--- config.mk ---
export PLATFORM = sky130hd
export DESIGN_NAME = spa_port_adapter
export DESIGN_NICKNAME = d
export VERILOG_FILES = /design/src/common/spa_pkg.sv /design/src/core/spa_port_adapter.sv /design/src/core/spa_sync.sv
export SDC_FILE = /design/constraint.sdc
export NUM_CORES = 1
export LEC_CHECK = 0
export BUFFER_PORTS_ARGS = -buffer_cell sky130_fd_sc_hd__clkbuf_2
export CORE_MARGIN = 2
export CORE_UTILIZATION = 50
export CTS_CLUSTER_SIZE = 28
export DETAILED_ROUTE_END_ITERATION = 7
export GPL_TIMING_DRIVEN = 0
export PLACE_DENSITY = 0.83
export SETUP_SLACK_MARGIN = 0.5
export SYNTH_ARGS = -nofsm -noshare
export SYNTH_HDL_FRONTEND = slang
export SYNTH_HIERARCHICAL = 1
export SYNTH_SLANG_ARGS = --single-unit
--- constraint.sdc ---
create_clock -name clk -period 2.37 [get_ports clk]
set_clock_uncertainty 0.15 [all_clocks]
set_input_delay 0.237 -clock clk [delete_from_list [all_inputs] [get_ports clk]]
set_output_delay 0.237 -clock clk [all_outputs]
set_load 0.02 [all_outputs]
--- src/common/spa_pkg.sv ---
// Purpose: Shared constants for the port 0 media-independent signal adapter.
// Assumes: One 20 MHz system clock; all register offsets are byte addresses.
// Notes: Register offsets and field positions are local choices for this block.
package spa_pkg;

  // ----------------------------------------------------------------
  // Interface modes, one-hot.
  // ----------------------------------------------------------------
  typedef enum logic [3:0] {
    SPA_MII_MAC = 4'h1,
    SPA_MII_PHY = 4'h2,
    SPA_RMII_MAC = 4'h4,
    SPA_RMII_PHY = 4'h8
  } spa_mode_type;

  // Strap encoding of the two mode straps.
  localparam logic [1:0] SPA_STRAP_MII_MAC = 2'h0;
  localparam logic [1:0] SPA_STRAP_MII_PHY = 2'h1;
  localparam logic [1:0] SPA_STRAP_RMII_MAC = 2'h2;
  localparam logic [1:0] SPA_STRAP_RMII_PHY = 2'h3;

  // ----------------------------------------------------------------
  // Register map.
  // ----------------------------------------------------------------
  localparam logic [7:0] SPA_BASIC_CTRL_ADDR = 8'h00;
  localparam logic [7:0] SPA_SPECIAL_CTRL_ADDR = 8'h04;
  localparam logic [7:0] SPA_STATUS_ADDR = 8'h08;
  localparam logic [7:0] SPA_DATA_ADDR = 8'h0C;

  // Basic control fields.
  localparam int SPA_DUPLEX_BIT = 8;
  localparam int SPA_ISOLATE_BIT = 10;
  localparam int SPA_AUTONEG_BIT = 12;
  localparam int SPA_SPEED_LSB_BIT = 13;
  localparam logic [15:0] SPA_BASIC_RESET = 16'h1000;

  // Special control fields.
  localparam int SPA_CLKDIR_BIT = 0;
  localparam logic [15:0] SPA_SPECIAL_RESET = 16'h0000;

  // Data register fields: data[3:0], valid 8, error 9.
  localparam int SPA_VALID_BIT = 8;
  localparam int SPA_ERROR_BIT = 9;

  // Status fields.
  localparam int SPA_STAT_SPEED_BIT = 0;
  localparam int SPA_STAT_DUPLEX_BIT = 1;
  localparam int SPA_STAT_MODE_LSB = 4;

  // ----------------------------------------------------------------
  // Timing.
  // ----------------------------------------------------------------
  localparam int SPA_CLK_MHZ = 20;
  localparam int SPA_SYNC_STAGES = 2;

endpackage

--- src/core/spa_port_adapter.sv ---
// Purpose: Port 0 MII/RMII signal adapter with an AHB-Lite register slave.
// Assumes: Link clocks are sampled by clk; straps are stable at reset release.
// Notes: Output data changes on a detected edge of the active link clock.
//
// Function
// - In MII MAC mode the valid output is transmit enable over four data bits.
// - In MII PHY mode the valid output is receive data valid toward the MAC.
// - In PHY-side modes isolate disables every output toward the MAC.
// - In RMII MAC mode the valid output is transmit enable over two data bits.
// - In RMII PHY mode the valid output is carrier sense and data valid.
// - In MII MAC mode the error output carries transmit error for low power idle.
// - In RMII MAC mode the speed input is sampled continuously as a live value.
// - With autonegotiation off the speed select bit replaces the speed input.
// - The speed polarity strap sets the active level of the speed input.
// - In MAC modes the duplex input is sampled continuously as a live value.
// - With autonegotiation off the duplex mode bit replaces the duplex input.
// - The duplex polarity strap sets the active level of the duplex input.
// - In PHY modes the speed and duplex inputs are ignored.
// - In MII MAC mode the partner clock times data, valid and error.
// - In MII PHY mode the device generates the output clock toward the MAC.
// - In RMII modes a reference clock, from the partner or the 10 MHz device clock per the direction bit, times data.
`timescale 1ns/1ps
module spa_port_adapter (
  input wire logic clk,
  input wire logic rst_n,
  input wire logic [1:0] modeStrap,
  input wire logic speedPolStrap,
  input wire logic duplexPolStrap,
  input wire logic portSpeedIn,
  input wire logic portDuplexIn,
  input wire logic portOutClockIn,
  input wire logic portRmiiRefClockIn,
  input wire logic hsel,
  input wire logic [31:0] haddr,
  input wire logic [1:0] htrans,
  input wire logic hwrite,
  input wire logic [2:0] hsize,
  input wire logic [31:0] hwdata,
  input wire logic hready,
  output logic [31:0] hrdata,
  output logic hreadyout,
  output logic hresp,
  output logic [3:0] portOutData,
  output logic [3:0] portOutDataOe,
  output logic portOutDataValid,
  output logic portOutDataValidOe,
  output logic portOutError,
  output logic portOutErrorOe,
  output logic portOutClockOut,
  output logic portOutClockOe,
  output logic portRmiiRefClockOut,
  output logic portRmiiRefClockOe,
  output logic linkSpeed,
  output logic linkFullDuplex
);

  // ----------------------------------------------------------------
  // State.
  // ----------------------------------------------------------------
  typedef struct packed {
    logic strapDone;
    spa_pkg::spa_mode_type mode;
    logic speedPol;
    logic duplexPol;
    logic [15:0] basicCtrl;
    logic [15:0] specialCtrl;
    logic [9:0] txWord;
    logic wrPending;
    logic [7:0] wrAddr;
    logic rdPending;
    logic [31:0] rdata;
    logic clkPrev;
    logic clkDiv;
    logic [3:0] outData;
    logic [3:0] outDataOe;
    logic outValid;
    logic outValidOe;
    logic outError;
    logic outErrorOe;
    logic outClock;
    logic outClockOe;
    logic refClock;
    logic refClockOe;
    logic speed;
    logic duplex;
  } spa_core_state_type;

  spa_core_state_type state;
  spa_core_state_type next_state;
  logic speedSync;
  logic duplexSync;
  logic outClkSync;
  logic refClkSync;

  // ----------------------------------------------------------------
  // Pin synchronisers.
  // ----------------------------------------------------------------
  // Live inputs and incoming clocks each pass two flops before use.
  spa_sync syncSpeed (.clk(clk), .rst_n(rst_n), .asyncIn(portSpeedIn), .syncOut(speedSync));
  spa_sync syncDuplex (.clk(clk), .rst_n(rst_n), .asyncIn(portDuplexIn), .syncOut(duplexSync));
  spa_sync syncOutClk (.clk(clk), .rst_n(rst_n), .asyncIn(portOutClockIn), .syncOut(outClkSync));
  spa_sync syncRefClk (.clk(clk), .rst_n(rst_n), .asyncIn(portRmiiRefClockIn),
    .syncOut(refClkSync));

  // ----------------------------------------------------------------
  // Next-state logic.
  // ----------------------------------------------------------------
  logic isMac;
  logic isPhy;
  logic isRmii;
  logic isolate;
  logic autoneg;
  logic refFromDevice;
  logic linkClk;
  logic linkEdge;
  logic addrPhase;
  logic [3:0] dataMask;

  // Mode decode and link clock selection.
  always_comb
  begin
    isMac = (state.mode == spa_pkg::SPA_MII_MAC) || (state.mode == spa_pkg::SPA_RMII_MAC);
    isPhy = !isMac;
    isRmii = (state.mode == spa_pkg::SPA_RMII_MAC) || (state.mode == spa_pkg::SPA_RMII_PHY);
    isolate = state.basicCtrl[spa_pkg::SPA_ISOLATE_BIT];
    autoneg = state.basicCtrl[spa_pkg::SPA_AUTONEG_BIT];
    refFromDevice = state.specialCtrl[spa_pkg::SPA_CLKDIR_BIT];
    linkClk = outClkSync;
    if (state.mode == spa_pkg::SPA_MII_PHY)
    begin
      linkClk = state.clkDiv;
    end
    else if (isRmii)
    begin
      linkClk = refFromDevice ? state.clkDiv : refClkSync;
    end
    linkEdge = linkClk && !state.clkPrev;
    addrPhase = hsel && hready && htrans[1];
    dataMask = isRmii ? 4'h3 : 4'hF;
  end

  always_comb
  begin
    next_state = state;
    if (!state.strapDone)
    begin
      next_state.strapDone = 1'b1;
      next_state.speedPol = speedPolStrap;
      next_state.duplexPol = duplexPolStrap;
      unique case (modeStrap)
        spa_pkg::SPA_STRAP_MII_MAC: next_state.mode = spa_pkg::SPA_MII_MAC;
        spa_pkg::SPA_STRAP_MII_PHY: next_state.mode = spa_pkg::SPA_MII_PHY;
        spa_pkg::SPA_STRAP_RMII_MAC: next_state.mode = spa_pkg::SPA_RMII_MAC;
        spa_pkg::SPA_STRAP_RMII_PHY: next_state.mode = spa_pkg::SPA_RMII_PHY;
      endcase
    end

    // Bus slave: address phase captured, write data applied in the data phase.
    next_state.wrPending = 1'b0;
    next_state.rdPending = 1'b0;
    if (state.wrPending)
    begin
      unique case (state.wrAddr)
        spa_pkg::SPA_BASIC_CTRL_ADDR: next_state.basicCtrl = hwdata[15:0];
        spa_pkg::SPA_SPECIAL_CTRL_ADDR: next_state.specialCtrl = hwdata[15:0];
        spa_pkg::SPA_DATA_ADDR: next_state.txWord = hwdata[9:0];
        default: next_state.basicCtrl = state.basicCtrl;
      endcase
    end
    if (addrPhase)
    begin
      next_state.wrPending = hwrite;
      next_state.rdPending = !hwrite;
      next_state.wrAddr = haddr[7:0];
      next_state.rdata = '0;
      unique case (haddr[7:0])
        spa_pkg::SPA_BASIC_CTRL_ADDR: next_state.rdata = {16'h0000, state.basicCtrl};
        spa_pkg::SPA_SPECIAL_CTRL_ADDR: next_state.rdata = {16'h0000, state.specialCtrl};
        spa_pkg::SPA_STATUS_ADDR:
          next_state.rdata = {24'h000000, state.mode, 2'h0, state.duplex, state.speed};
        spa_pkg::SPA_DATA_ADDR: next_state.rdata = {22'h000000, state.txWord};
        default: next_state.rdata = '0;
      endcase
    end

    // Device-made clock: toggles every cycle, 10 MHz from 20 MHz.
    next_state.clkDiv = !state.clkDiv;
    next_state.clkPrev = linkClk;

    next_state.speed = speedSync ^ state.speedPol;
    if (!state.speedPol)
    begin
      next_state.speed = speedSync;
    end
    if (!autoneg)
    begin
      next_state.speed = state.basicCtrl[spa_pkg::SPA_SPEED_LSB_BIT];
    end
    next_state.duplex = duplexSync ^ state.duplexPol;
    if (!autoneg)
    begin
      next_state.duplex = state.basicCtrl[spa_pkg::SPA_DUPLEX_BIT];
    end
    if (isPhy)
    begin
      next_state.speed = state.basicCtrl[spa_pkg::SPA_SPEED_LSB_BIT];
      next_state.duplex = state.basicCtrl[spa_pkg::SPA_DUPLEX_BIT];
    end

    if (linkEdge && state.strapDone)
    begin
      next_state.outData = state.txWord[3:0] & dataMask;
      next_state.outValid = state.txWord[spa_pkg::SPA_VALID_BIT];
      next_state.outError = (state.mode == spa_pkg::SPA_MII_MAC) &&
        state.txWord[spa_pkg::SPA_ERROR_BIT];
    end

    next_state.outDataOe = (isPhy && isolate) ? 4'h0 : dataMask;
    next_state.outValidOe = !(isPhy && isolate);
    next_state.outErrorOe = (state.mode == spa_pkg::SPA_MII_MAC);
    next_state.outClockOe = (state.mode == spa_pkg::SPA_MII_PHY) && !isolate;
    next_state.outClock = state.clkDiv;
    next_state.refClockOe = isRmii && refFromDevice && !(isPhy && isolate);
    next_state.refClock = state.clkDiv;
    if (!state.strapDone)
    begin
      next_state.outDataOe = 4'h0;
      next_state.outValidOe = 1'b0;
      next_state.outErrorOe = 1'b0;
      next_state.outClockOe = 1'b0;
      next_state.refClockOe = 1'b0;
    end
  end

  // ----------------------------------------------------------------
  // State register.
  // ----------------------------------------------------------------
  // Reset takes constants only; straps are caught on the first edge after release.
  always_ff @(posedge clk or negedge rst_n)
  begin
    if (!rst_n)
    begin
      state <= '0;
      state.mode <= spa_pkg::SPA_MII_MAC;
      state.basicCtrl <= spa_pkg::SPA_BASIC_RESET;
      state.specialCtrl <= spa_pkg::SPA_SPECIAL_RESET;
    end
    else
    begin
      state <= next_state;
    end
  end

  // Outputs straight from flops; hreadyout and hresp are tied constants.
  assign hrdata = state.rdata;
  assign hreadyout = 1'b1;
  assign hresp = 1'b0;
  assign portOutData = state.outData;
  assign portOutDataOe = state.outDataOe;
  assign portOutDataValid = state.outValid;
  assign portOutDataValidOe = state.outValidOe;
  assign portOutError = state.outError;
  assign portOutErrorOe = state.outErrorOe;
  assign portOutClockOut = state.outClock;
  assign portOutClockOe = state.outClockOe;
  assign portRmiiRefClockOut = state.refClock;
  assign portRmiiRefClockOe = state.refClockOe;
  assign linkSpeed = state.speed;
  assign linkFullDuplex = state.duplex;
endmodule

--- src/core/spa_sync.sv ---
// Purpose: Two-flop synchroniser for one bit from outside the clock domain.
// Assumes: Input is a level; only the second stage is read.
// Notes: Reset value is a constant zero.
`timescale 1ns/1ps
module spa_sync (
  input wire logic clk,
  input wire logic rst_n,
  input wire logic asyncIn,
  output logic syncOut
);

  typedef struct packed {
    logic stage1;
    logic stage2;
  } spa_sync_state_type;

  spa_sync_state_type state;
  spa_sync_state_type next_state;

  // The first stage feeds only the second.
  always_comb
  begin
    next_state.stage1 = asyncIn;
    next_state.stage2 = state.stage1;
  end

  // Both stages clear asynchronously.
  always_ff @(posedge clk or negedge rst_n)
  begin
    if (!rst_n)
    begin
      state <= '0;
    end
    else
    begin
      state <= next_state;
    end
  end

  assign syncOut = state.stage2;

endmodule

======== Word level (Yosys, flattened, before mapping) ========
Cells that the tools add are included.
cells by class
  bitwise gates (word level) .............. 3
  equal/unequal tests ..................... 12
  multiplexer cells ....................... 17
  reductions and logical operators ........ 23
operator list
  cell                number
  $pmux 16 s4         1
  $mux 42             1
  $eq 8x4->1 const B  3
  $eq 8x3->1 const B  2
  $logic_not 8->1     2
  $pmux 4 s4          1
  $mux 4              3
  $mux 1              10
  $logic_and 1x1->1   9
  $logic_not 1->1     6
  $reduce_and 2->1    3
  $and 4x4->4         1
  $eq 2x2->1 const B  2
  $eq 4x1->1 const B  1
  $eq 4x2->1 const B  1
  $eq 4x3->1 const B  1
  $eq 4x4->1 const B  1
  $eq 2x1->1 const B  1
  $logic_not 2->1     1
  $logic_or 1x1->1    2
  $mux 2              1
  $xor 1x1->1         2
word-level totals
  input bits .............................. 82
  output and inout port bits .............. 52
  word-level logic and storage cells ...... 86
  register bits after elaboration ......... 117

======== Longest topological paths before layout ========
Gate-level depths: netlist of the first run.
  depth in word-level cells ............... 7
  mapped depth ............................ 6
  depth with buffers taken out ............ 5

======== Hierarchy ========
The synthesis of the first run kept the hierarchy.
by module, submodules not included
  module            cells each  area each (um^2)  instances  sequential area each (um^2)
  spa_port_adapter  332         4,214.0           1          2,254.7
  spa_sync          2           50.0              4          50.0

======== Worst setup path before layout of the first run ========
OpenSTA, ideal clock, no wires.
  kind .................................... flip-flop to flip-flop
  start ................................... register state[57] in the netlist's numbering
  end ..................................... register state[78] in the netlist's numbering
  setup slack ............................. 0.268 ns
  setup time .............................. 0.125 ns
  stages on the path, launching flop included .. 6
  required time ........................... 2.095 ns
  arrival time ............................ 1.827 ns
  period minus slack after synthesis ...... 2.102 ns
  buffers on the path ..................... 1
  cells stage by stage .................... dfrtp_1 or4b_4 nor4_4 nand3b_4 buf_6 mux2_4
between the ends
  cells in the longest elaborated chain, start to end .. 2
RTL lines
  element                            line                     text
  start: declaration                 spa_port_adapter.sv:88   spa_core_state_type state;
  start signal: assignment           spa_port_adapter.sv:250  state <= next_state;
  $eq 8x3->1                         spa_port_adapter.sv:163  unique case (state.wrAddr)
  $reduce_and 2->1 (no source line)  n/a
No other way between the ends.
A chain may end at the register's enable or synchronous reset.

======== Worst setup path in the final report of the first run ========
  start ................................... register state[59] in the netlist's numbering
  end ..................................... register state[94] in the netlist's numbering
between the ends
  cells in the longest elaborated chain, start to end .. 2
RTL lines
  element                            line
  $logic_not 8->1                    spa_port_adapter.sv:163
  $reduce_and 2->1 (no source line)  n/a
No other way between the ends.

==> impl_results.rst, run 1 <==
.. list-table::
   :header-rows: 1

   * - Metric
     - Value
   * - Status
     - finished, final reports clean
   * - FF+latch count, synth
     - 98
   * - Count of buffer and inverter cells on the critical path
     - 3
   * - Worst hold-check path type
     - in2reg
   * - H-tree depth reported by CTS
     - 3
   * - Number of distinct library cells after synthesis
     - 41
   * - Remaining number of nets flagged by the antenna check after routing
     - 0
   * - Worst supply voltage drop on vdd
     - 0.408 mV
   * - Slowest cell delay on critical path
     - 0.55 ns
   * - Adder-cell share of the synthesized area
     - 0%
   * - Iteration count of the initial detailed-routing pass
     - 4
   * - Area growth from synthesis to layout
     - 33.1%
   * - Leak pwr
     - 2.91 nW
   * - Reg2Reg Setup Slack
     - 0.19 ns
   * - DRC marker count from the first detailed-route iteration
     - 231
   * - Type of the worst setup path
     - reg2reg
   * - Standard cell area after detailed placement
     - 5050 µm²
   * - Number of port buffers
     - 70
   * - Overall die area
     - 9600 µm²
   * - Fraction of the mapped netlist area in simple logic gates
     - 8.08%
   * - Start point of the worst min-delay path
     - hwdata[6]
   * - Launch point of the critical path
     - state[59]$_DFFE_PN0N_
   * - Minimum clock period after layout
     - 2.18 ns
   * - Clock Pin Slew Worst Setup and Hold Paths
     - 0.11 ns
   * - Total count of hold-check failures in the final report
     - 0
   * - XOR/XNOR Fraction of Synth Area
     - 0.794%
   * - Final wirelength
     - 9820 µm
   * - CP max stage cell
     - or4b_4
   * - Cells after synthesis
     - 340
   * - Main combinational cell family by area after synthesis
     - multiplexers
   * - Post-synthesis area per instance
     - 13.0 µm²
   * - Power after layout
     - 3.93 mW
   * - Detail Placement HPWL
     - 6160 µm
   * - Vias in the first global route
     - 3177
   * - Period utilization
     - 92.2%
   * - Fillers
     - 615
   * - Delay-heaviest family, CP
     - simple AND/OR/NAND/NOR gates
   * - Fin area
     - 5870 µm²
   * - Actual slew at the worst max-slew pin
     - 0.683 ns
   * - Count of final setup violators
     - 0
   * - P per Cell Area
     - 669 nW/µm²
   * - Max transition margin
     - 54.5%
   * - Layout cells sized above 1
     - 48.0%
   * - Commonest non-fill, non-tap cell in the layout
     - dfrtp_1
   * - Site Rows
     - 34
   * - Cell breakdown of the critical path
     - or4b_4 -> nor4_4 -> buf_4 -> buf_6 -> nand2_8 -> clkbuf_16 -> mux2_2
   * - Final number of max-transition violations
     - 0
   * - Largest area contributor in the synthesized netlist
     - dfrtp_1
   * - Top area cells in the synthesized netlist
     - dfrtp_1 (54%), mux2_2 (12%), buf_4 (7.3%)
   * - Number of placed I/O pins
     - 134
   * - Effective utilization at floorplan
     - 51.1%
   * - CP max FO
     - 7
   * - Insertion delay of the later-clocked pin in the worst-skew pair
     - 0.37 ns
   * - RSZ-0062 raised after global routing
     - yes
   * - Core outline area
     - 8640 µm²
   * - Die Y-Extent
     - 98.0 µm
   * - Req. time, crit path
     - 2.46 ns
   * - Routability Congestion
     - 0.789
   * - TritonCTS buffer count
     - 9
   * - Aggregate global routing overflow
     - 0
   * - Final Net Count
     - 567
   * - First-pass GRT wire length
     - 15600 µm
   * - Commonest cells after routing, fill and taps aside
     - dfrtp_1 (94), clkbuf_2 (70), buf_4 (51)
   * - Critical Path End Type
     - register
   * - Number of DRC violations after detailed routing
     - 0
   * - Seq/Total Area, Yosys
     - 55.6%
   * - Total GRT Usage
     - 20.6%
   * - Clock tree buffer depth
     - 2
   * - Max Clk Rate
     - 458 MHz
   * - Routed wire length per instance
     - 16.4 µm
   * - Area fraction of the dominant cell type after synthesis
     - 54.4%
   * - Clock tree from TritonCTS
     - yes
   * - Number of clock sinks
     - 98
   * - Fraction of the mapped netlist area in compound gates
     - 4.68%
   * - Clock root buffer master
     - clkbuf_8
   * - Largest net degree at the start of global routing
     - 52
   * - Beginning of the worst register-to-register path
     - state[59]$_DFFE_PN0N_
   * - Antenna cell count
     - 0
   * - Via count
     - 3041
   * - Startpoint type of the worst setup path
     - register
   * - Arrival @ worst endpoint
     - 2.27 ns
   * - Portion of netlist area occupied by mux cells
     - 21.0%
   * - Initial antenna violation count
     - 0
   * - Count of maximum capacitance violations
     - 0
   * - Drt via density
     - 5.09
   * - Die width
     - 98.0 µm
   * - Number of warning messages in the yosys log
     - 6
   * - Synthesized cell area
     - 4410 µm²
per-layer routing:
metal	track usage [%]	share of wire, %	vias to the layer above
met2	34.9	53	92
met5	0	0	-
li1	-	-	1413
met1	25.6	40	1517
met4	9.83	1.9	0
met3	3.58	5.3	19
report_power, final:
group / total [mW] / switching, mW / internal, mW
clock network: 1.18 / 0.580 / 0.599
registers: 1.96 / 0.127 / 1.84
logic: 0.787 / 0.362 / 0.425
flip-flops by register name, summed over array words and instances (netlist names), 2 cells and up:
register       flops
state             56
hrdata            16
portOutData        4
portOutDataOe      2
per-stage QoR:
stage | setup TNS [ns] | setup WS (ns) | hold slack (ns) | std cells | util, %
2_1_floorplan | 0 | 0.268 | -0.209 | 357 | -
3_3_place_gp | -19.34 | -0.204 | 0.183 | 535 | 58.2
3_5_place_dp | 0 | 0.0758 | 0.185 | 536 | 58.5
4_1_cts | 0 | 0.151 | 0.000581 | 589 | 66.4
5_1_grt | 0 | 0.119 | 0.0119 | 598 | 68.0
6_report | 0 | 0.186 | 0.00649 | 598 | 68.0
final timing paths:
kind,end,cells past startpoint
max,state[94]$_DFFE_PN0P_,7
min,state[78]$_DFFE_PN0P_,2
max reg2reg,state[94]$_DFFE_PN0P_,7
min reg2reg,syncRefClk/syncOut$_DFF_PN0_,0
max in group asynchronous,portOutData[3]$_DFFE_PN0P_,3
min in group asynchronous,state[68]$_DFFE_PN0P_,2
worst register-to-register path: cells and delay by family, from the launching register on:
kind / cells / cell delay, ns
AND/OR/NAND/NOR: 3 / 0.77
buffers and inverters: 3 / 0.49
flip-flops: 1 / 0.39
multiplexers: 1 / 0.26
cell families after synthesis:
family / count (synthesis)
flip-flops: 98
multiplexers: 74
buffers and inverters: 66
AND/OR/NAND/NOR: 62
AO/OA/AOI/OAI: 34
XOR/XNOR: 4
other: 2
layout make-up:
class | count | area (µm²) | area share (%)
multi-input cells | 194 | 1740 | 29.5
flip-flops and latches | 98 | 2460 | 41.8
repair buffers | 116 | 858 | 14.6
well taps | 108 | 135 | 2.30
inverters | 10 | 37.5 | 0.639
clock buffers | 10 | 128 | 2.17
clock inverters | 6 | 90.1 | 1.53
plain buffers | 56 | 433 | 7.37
Yosys cell counts (all sizes together):
master	n
conb	2
o41ai	1
o21a	2
clkbuf	8
o2111ai	1
mux4	6
nand2b	3
nor4bb	2
and4b	2
nand4	1
nand4b	1
nor3	2
mux2	58
nand3	2
nand2	25
a22o	1
or4b	1
inv	10
o31ai	1
dfstp	2
o21ai	22
or3	1
nand3b	1
a211o	1
nor4	2
xnor2	4
mux2i	10
dfrtp	96
and3	1
a31oi	4
nor2	13
a211oi	1
buf	48
and4	1
nor2b	4
what timing repair did:
item	4_1_cts	5_1_grt
endpoints found under the setup margin	48	49
hold buffers	27	3
gates resized for setup	20	11
hold endpoints to repair	81	3
pin swaps	2	3
buffers inserted	9	4
cloned	1	2
No activity file was read; power rests on OpenSTA's default activity.
==> run 2: changes to the inputs <==
PLACE_DENSITY = default   (was 0.83)
PLACE_DENSITY_LB_ADDON = 0.12   (was default)
==> run 2 against run 1 <==
Combinational power decreased by 0.5%. Cell count decreased by 0.17%. Hold slack better by 0.012 ns. Clock power about the same. Via count fell by 2.6%. Largest cell class unchanged. Count of clock-buffer cells in the layout grew 2. First-iteration DRC count shrank 53%. Cell area shrank 0.32%. Sequential power is essentially flat. Die area stayed put. Sequential share of layout area is 0.13 points higher.
==> impl_results.rst, run 2 (synthesized netlist as in run 1, its figures left out) <==
.. list-table::
   :header-rows: 1

   * - Metric
     - Value
   * - Die width
     - 98.0 µm (unchanged)
   * - Worst r2r dst
     - state[69]$_DFFE_PN0P_ (was state[94]$_DFFE_PN0P_)
   * - Routability Congestion
     - 0.800 (was 0.789)
   * - Site Rows
     - 34 (unchanged)
   * - Clock root buffer master
     - clkbuf_8 (unchanged)
   * - Initial antenna violation count
     - 0 (unchanged)
   * - Overall die area
     - 9600 µm² (unchanged)
   * - RSZ-0062 raised after global routing
     - yes (unchanged)
   * - Final wirelength
     - 9050 µm (was 9820 µm)
   * - Reg2Reg Setup Slack
     - 0.22 ns (was 0.19 ns)
   * - Drt via density
     - 4.96 (was 5.09)
   * - CP max FO
     - 5 (was 7)
   * - Worst supply voltage drop on vdd
     - 0.419 mV (was 0.408 mV)
   * - Number of port buffers
     - 70 (unchanged)
   * - Number of clock sinks
     - 98 (unchanged)
   * - Commonest cells after routing, fill and taps aside
     - dfrtp_1 (94), clkbuf_2 (69), buf_4 (52) (was dfrtp_1 (94), clkbuf_2 (70), buf_4 (51))
   * - Arrival @ worst endpoint
     - 2.23 ns (was 2.27 ns)
   * - Number of placed I/O pins
     - 134 (unchanged)
   * - Max reg flops
     - 56 (unchanged)
   * - Worst Hold Path Cells
     - 2 (unchanged)
   * - Critical Path End Type
     - register (unchanged)
   * - Vias in the first global route
     - 2921 (was 3177)
   * - H-tree depth reported by CTS
     - 3 (unchanged)
   * - Remaining number of nets flagged by the antenna check after routing
     - 0 (unchanged)
   * - Status
     - finished, final reports clean (unchanged)
   * - Number of non-filler instances in the completed layout
     - 597 (was 598)
   * - Beginning of the worst register-to-register path
     - state[57]$_DFFE_PN0N_ (was state[59]$_DFFE_PN0N_)
   * - Die Y-Extent
     - 98.0 µm (unchanged)
   * - Total GRT Usage
     - 19.4% (was 20.6%)
   * - Max Clk Rate
     - 465 MHz (was 458 MHz)
   * - Clock Pin Slew Worst Setup and Hold Paths
     - 0.10 ns (was 0.11 ns)
   * - Effective utilization at floorplan
     - 51.1% (unchanged)
   * - First-pass GRT wire length
     - 14700 µm (was 15600 µm)
   * - Final Net Count
     - 566 (was 567)
   * - Minimum clock period after layout
     - 2.15 ns (was 2.18 ns)
   * - Commonest non-fill, non-tap cell in the layout
     - dfrtp_1 (unchanged)
   * - Clock tree buffer depth
     - 2 (unchanged)
   * - TritonCTS buffer count
     - 9 (unchanged)
   * - Worst hold-check path type
     - in2reg (unchanged)
   * - Count of final setup violators
     - 0 (unchanged)
   * - Final number of max-transition violations
     - 0 (unchanged)
   * - Largest net degree at the start of global routing
     - 52 (unchanged)
   * - Aggregate global routing overflow
     - 0 (unchanged)
   * - Routed wire length per instance
     - 15.2 µm (was 16.4 µm)
   * - Clock tree from TritonCTS
     - yes (unchanged)
   * - Start point of the worst min-delay path
     - hwdata[9] (was hwdata[6])
   * - WHS Endpoint
     - state[81]$_DFFE_PN0P_ (was state[78]$_DFFE_PN0P_)
   * - Detail Placement HPWL
     - 5850 µm (was 6160 µm)
   * - Type of the worst setup path
     - reg2reg (unchanged)
   * - Via count
     - 2963 (was 3041)
   * - Fillers
     - 668 (was 615)
   * - Antenna cell count
     - 0 (unchanged)
   * - Startpoint type of the worst setup path
     - register (unchanged)
   * - Layout cells sized above 1
     - 47.2% (was 48.0%)
   * - Req. time, crit path
     - 2.45 ns (was 2.46 ns)
   * - P per Cell Area
     - 669 nW/µm² (about the same)
   * - Total count of hold-check failures in the final report
     - 0 (unchanged)
   * - Area growth from synthesis to layout
     - 32.7% (was 33.1%)
   * - Number of cells traversed by the worst register-to-register path
     - 6 (was 7)
   * - Leak pwr
     - 2.89 nW (was 2.91 nW)
   * - Core Util, Final
     - 67.8% (was 68.0%)
   * - Power after layout
     - 3.92 mW (was 3.93 mW)
   * - Core outline area
     - 8640 µm² (unchanged)
   * - Insertion delay of the later-clocked pin in the worst-skew pair
     - 0.35 ns (was 0.37 ns)
   * - Iteration count of the initial detailed-routing pass
     - 4 (unchanged)
   * - DRC marker count from the first detailed-route iteration
     - 109 (was 231)
   * - Number of placed instances, taps included
     - 536 (unchanged)
   * - Actual slew at the worst max-slew pin
     - 0.758 ns (was 0.683 ns)
   * - Least setup slack across all paths after layout
     - 0.217 ns (was 0.186 ns)
   * - Max transition margin
     - 49.4% (was 54.5%)
   * - Number of DRC violations after detailed routing
     - 0 (unchanged)
   * - Register with the highest flop count
     - state (unchanged)
   * - Setup Slack @ Placement
     - 0.0384 ns (was 0.0758 ns)
   * - Period utilization
     - 90.8% (was 92.2%)
   * - Count of maximum capacitance violations
     - 0 (unchanged)
-- run 2: cell types whose count changed in the layout (fill, tap and decap cells not counted), sizes merged --
cell and change:
clkbuf +2, clkinv -2, clkinvlp +1, dlygate4sd3 -1
inv -1
-- run 2: worst max-delay path by stage --
| stage | startpoint | to | slack [ns] | depth (start not counted) |
|---|---|---|---|---|
| after CTS | state[57]$_DFFE_PN0N_ | state[84]$_DFFE_PN0P_ | 0.20 | 6 |
| after floorplan | state[57]$_DFFE_PN0N_ | state[78]$_DFFE_PN0P_ | 0.27 | 5 |
| after detailed placement | state[57]$_DFFE_PN0N_ | state[64]$_DFFE_PN0P_ | 0.04 | 4 |
| after global routing | state[57]$_DFFE_PN0N_ | state[69]$_DFFE_PN0P_ | 0.15 | 6 |
| final | state[57]$_DFFE_PN0N_ | state[69]$_DFFE_PN0P_ | 0.22 | 6 |
| after global placement | rst_n | isolate$_DFFE_PN0P_ | -0.33 | 1 |
-- run 2: through the flow --
| step | setup TNS [ns] | hold slack, ns | cell area (µm²) |
|---|---|---|---|
| after floorplan | 0 | -0.209 | 4540 |
| after global placement | -30.77 | 0.185 | 5020 |
| after detailed placement | 0 | 0.185 | 5050 |
| after CTS | 0 | 0.000580 | 5720 |
| after global routing | 0 | 0.0103 | 5860 |
| final | 0 | 0.0187 | 5860 |
-- run 2: worst max-delay path, stage by stage (launching register included) --
cell     delay [ns]
dfrtp_1        0.39
or4b_4         0.55
nor4_4         0.16
buf_6          0.17
buf_6          0.12
nand3_4        0.14
mux2_4         0.33
-- run 2: cell type report --
cell class / count / area (µm²) / share of cell area, %
inverter: 10 / 37.5 / 0.641
multi-input combinational: 194 / 1730 / 29.6
timing repair buffer: 115 / 837 / 14.3
clock buffer: 12 / 145 / 2.48
sequential: 98 / 2460 / 42.0
clock inverter: 4 / 75.1 / 1.28
tap: 108 / 135 / 2.31
buffer: 56 / 435 / 7.44
-- run 2: timing repair --
action	4_1_cts	5_1_grt
setup endpoints to repair	48	48
gates cloned	1	1
pin swaps	2	5
hold buffers	29	0
hold endpoints to repair	95	0
gates resized for setup	13	14
setup buffers	10	4
-- run 2: per-layer routing --
layer	part of all wire [%]	track usage (%)	up-vias
met4	0.99	5.77	0
met3	3.5	3.15	8
li1	-	-	1402
met1	45	25.7	1493
met2	51	33.1	60
met5	0	0	-
-- run 2: power breakdown --
group	leakage (nW)	switching, mW	internal (mW)	total [mW]
clock network	0.103	0.553	0.625	1.18
logic	1.59	0.354	0.430	0.783
registers	1.19	0.122	1.84	1.96
total	2.89	1.03	2.89	3.92
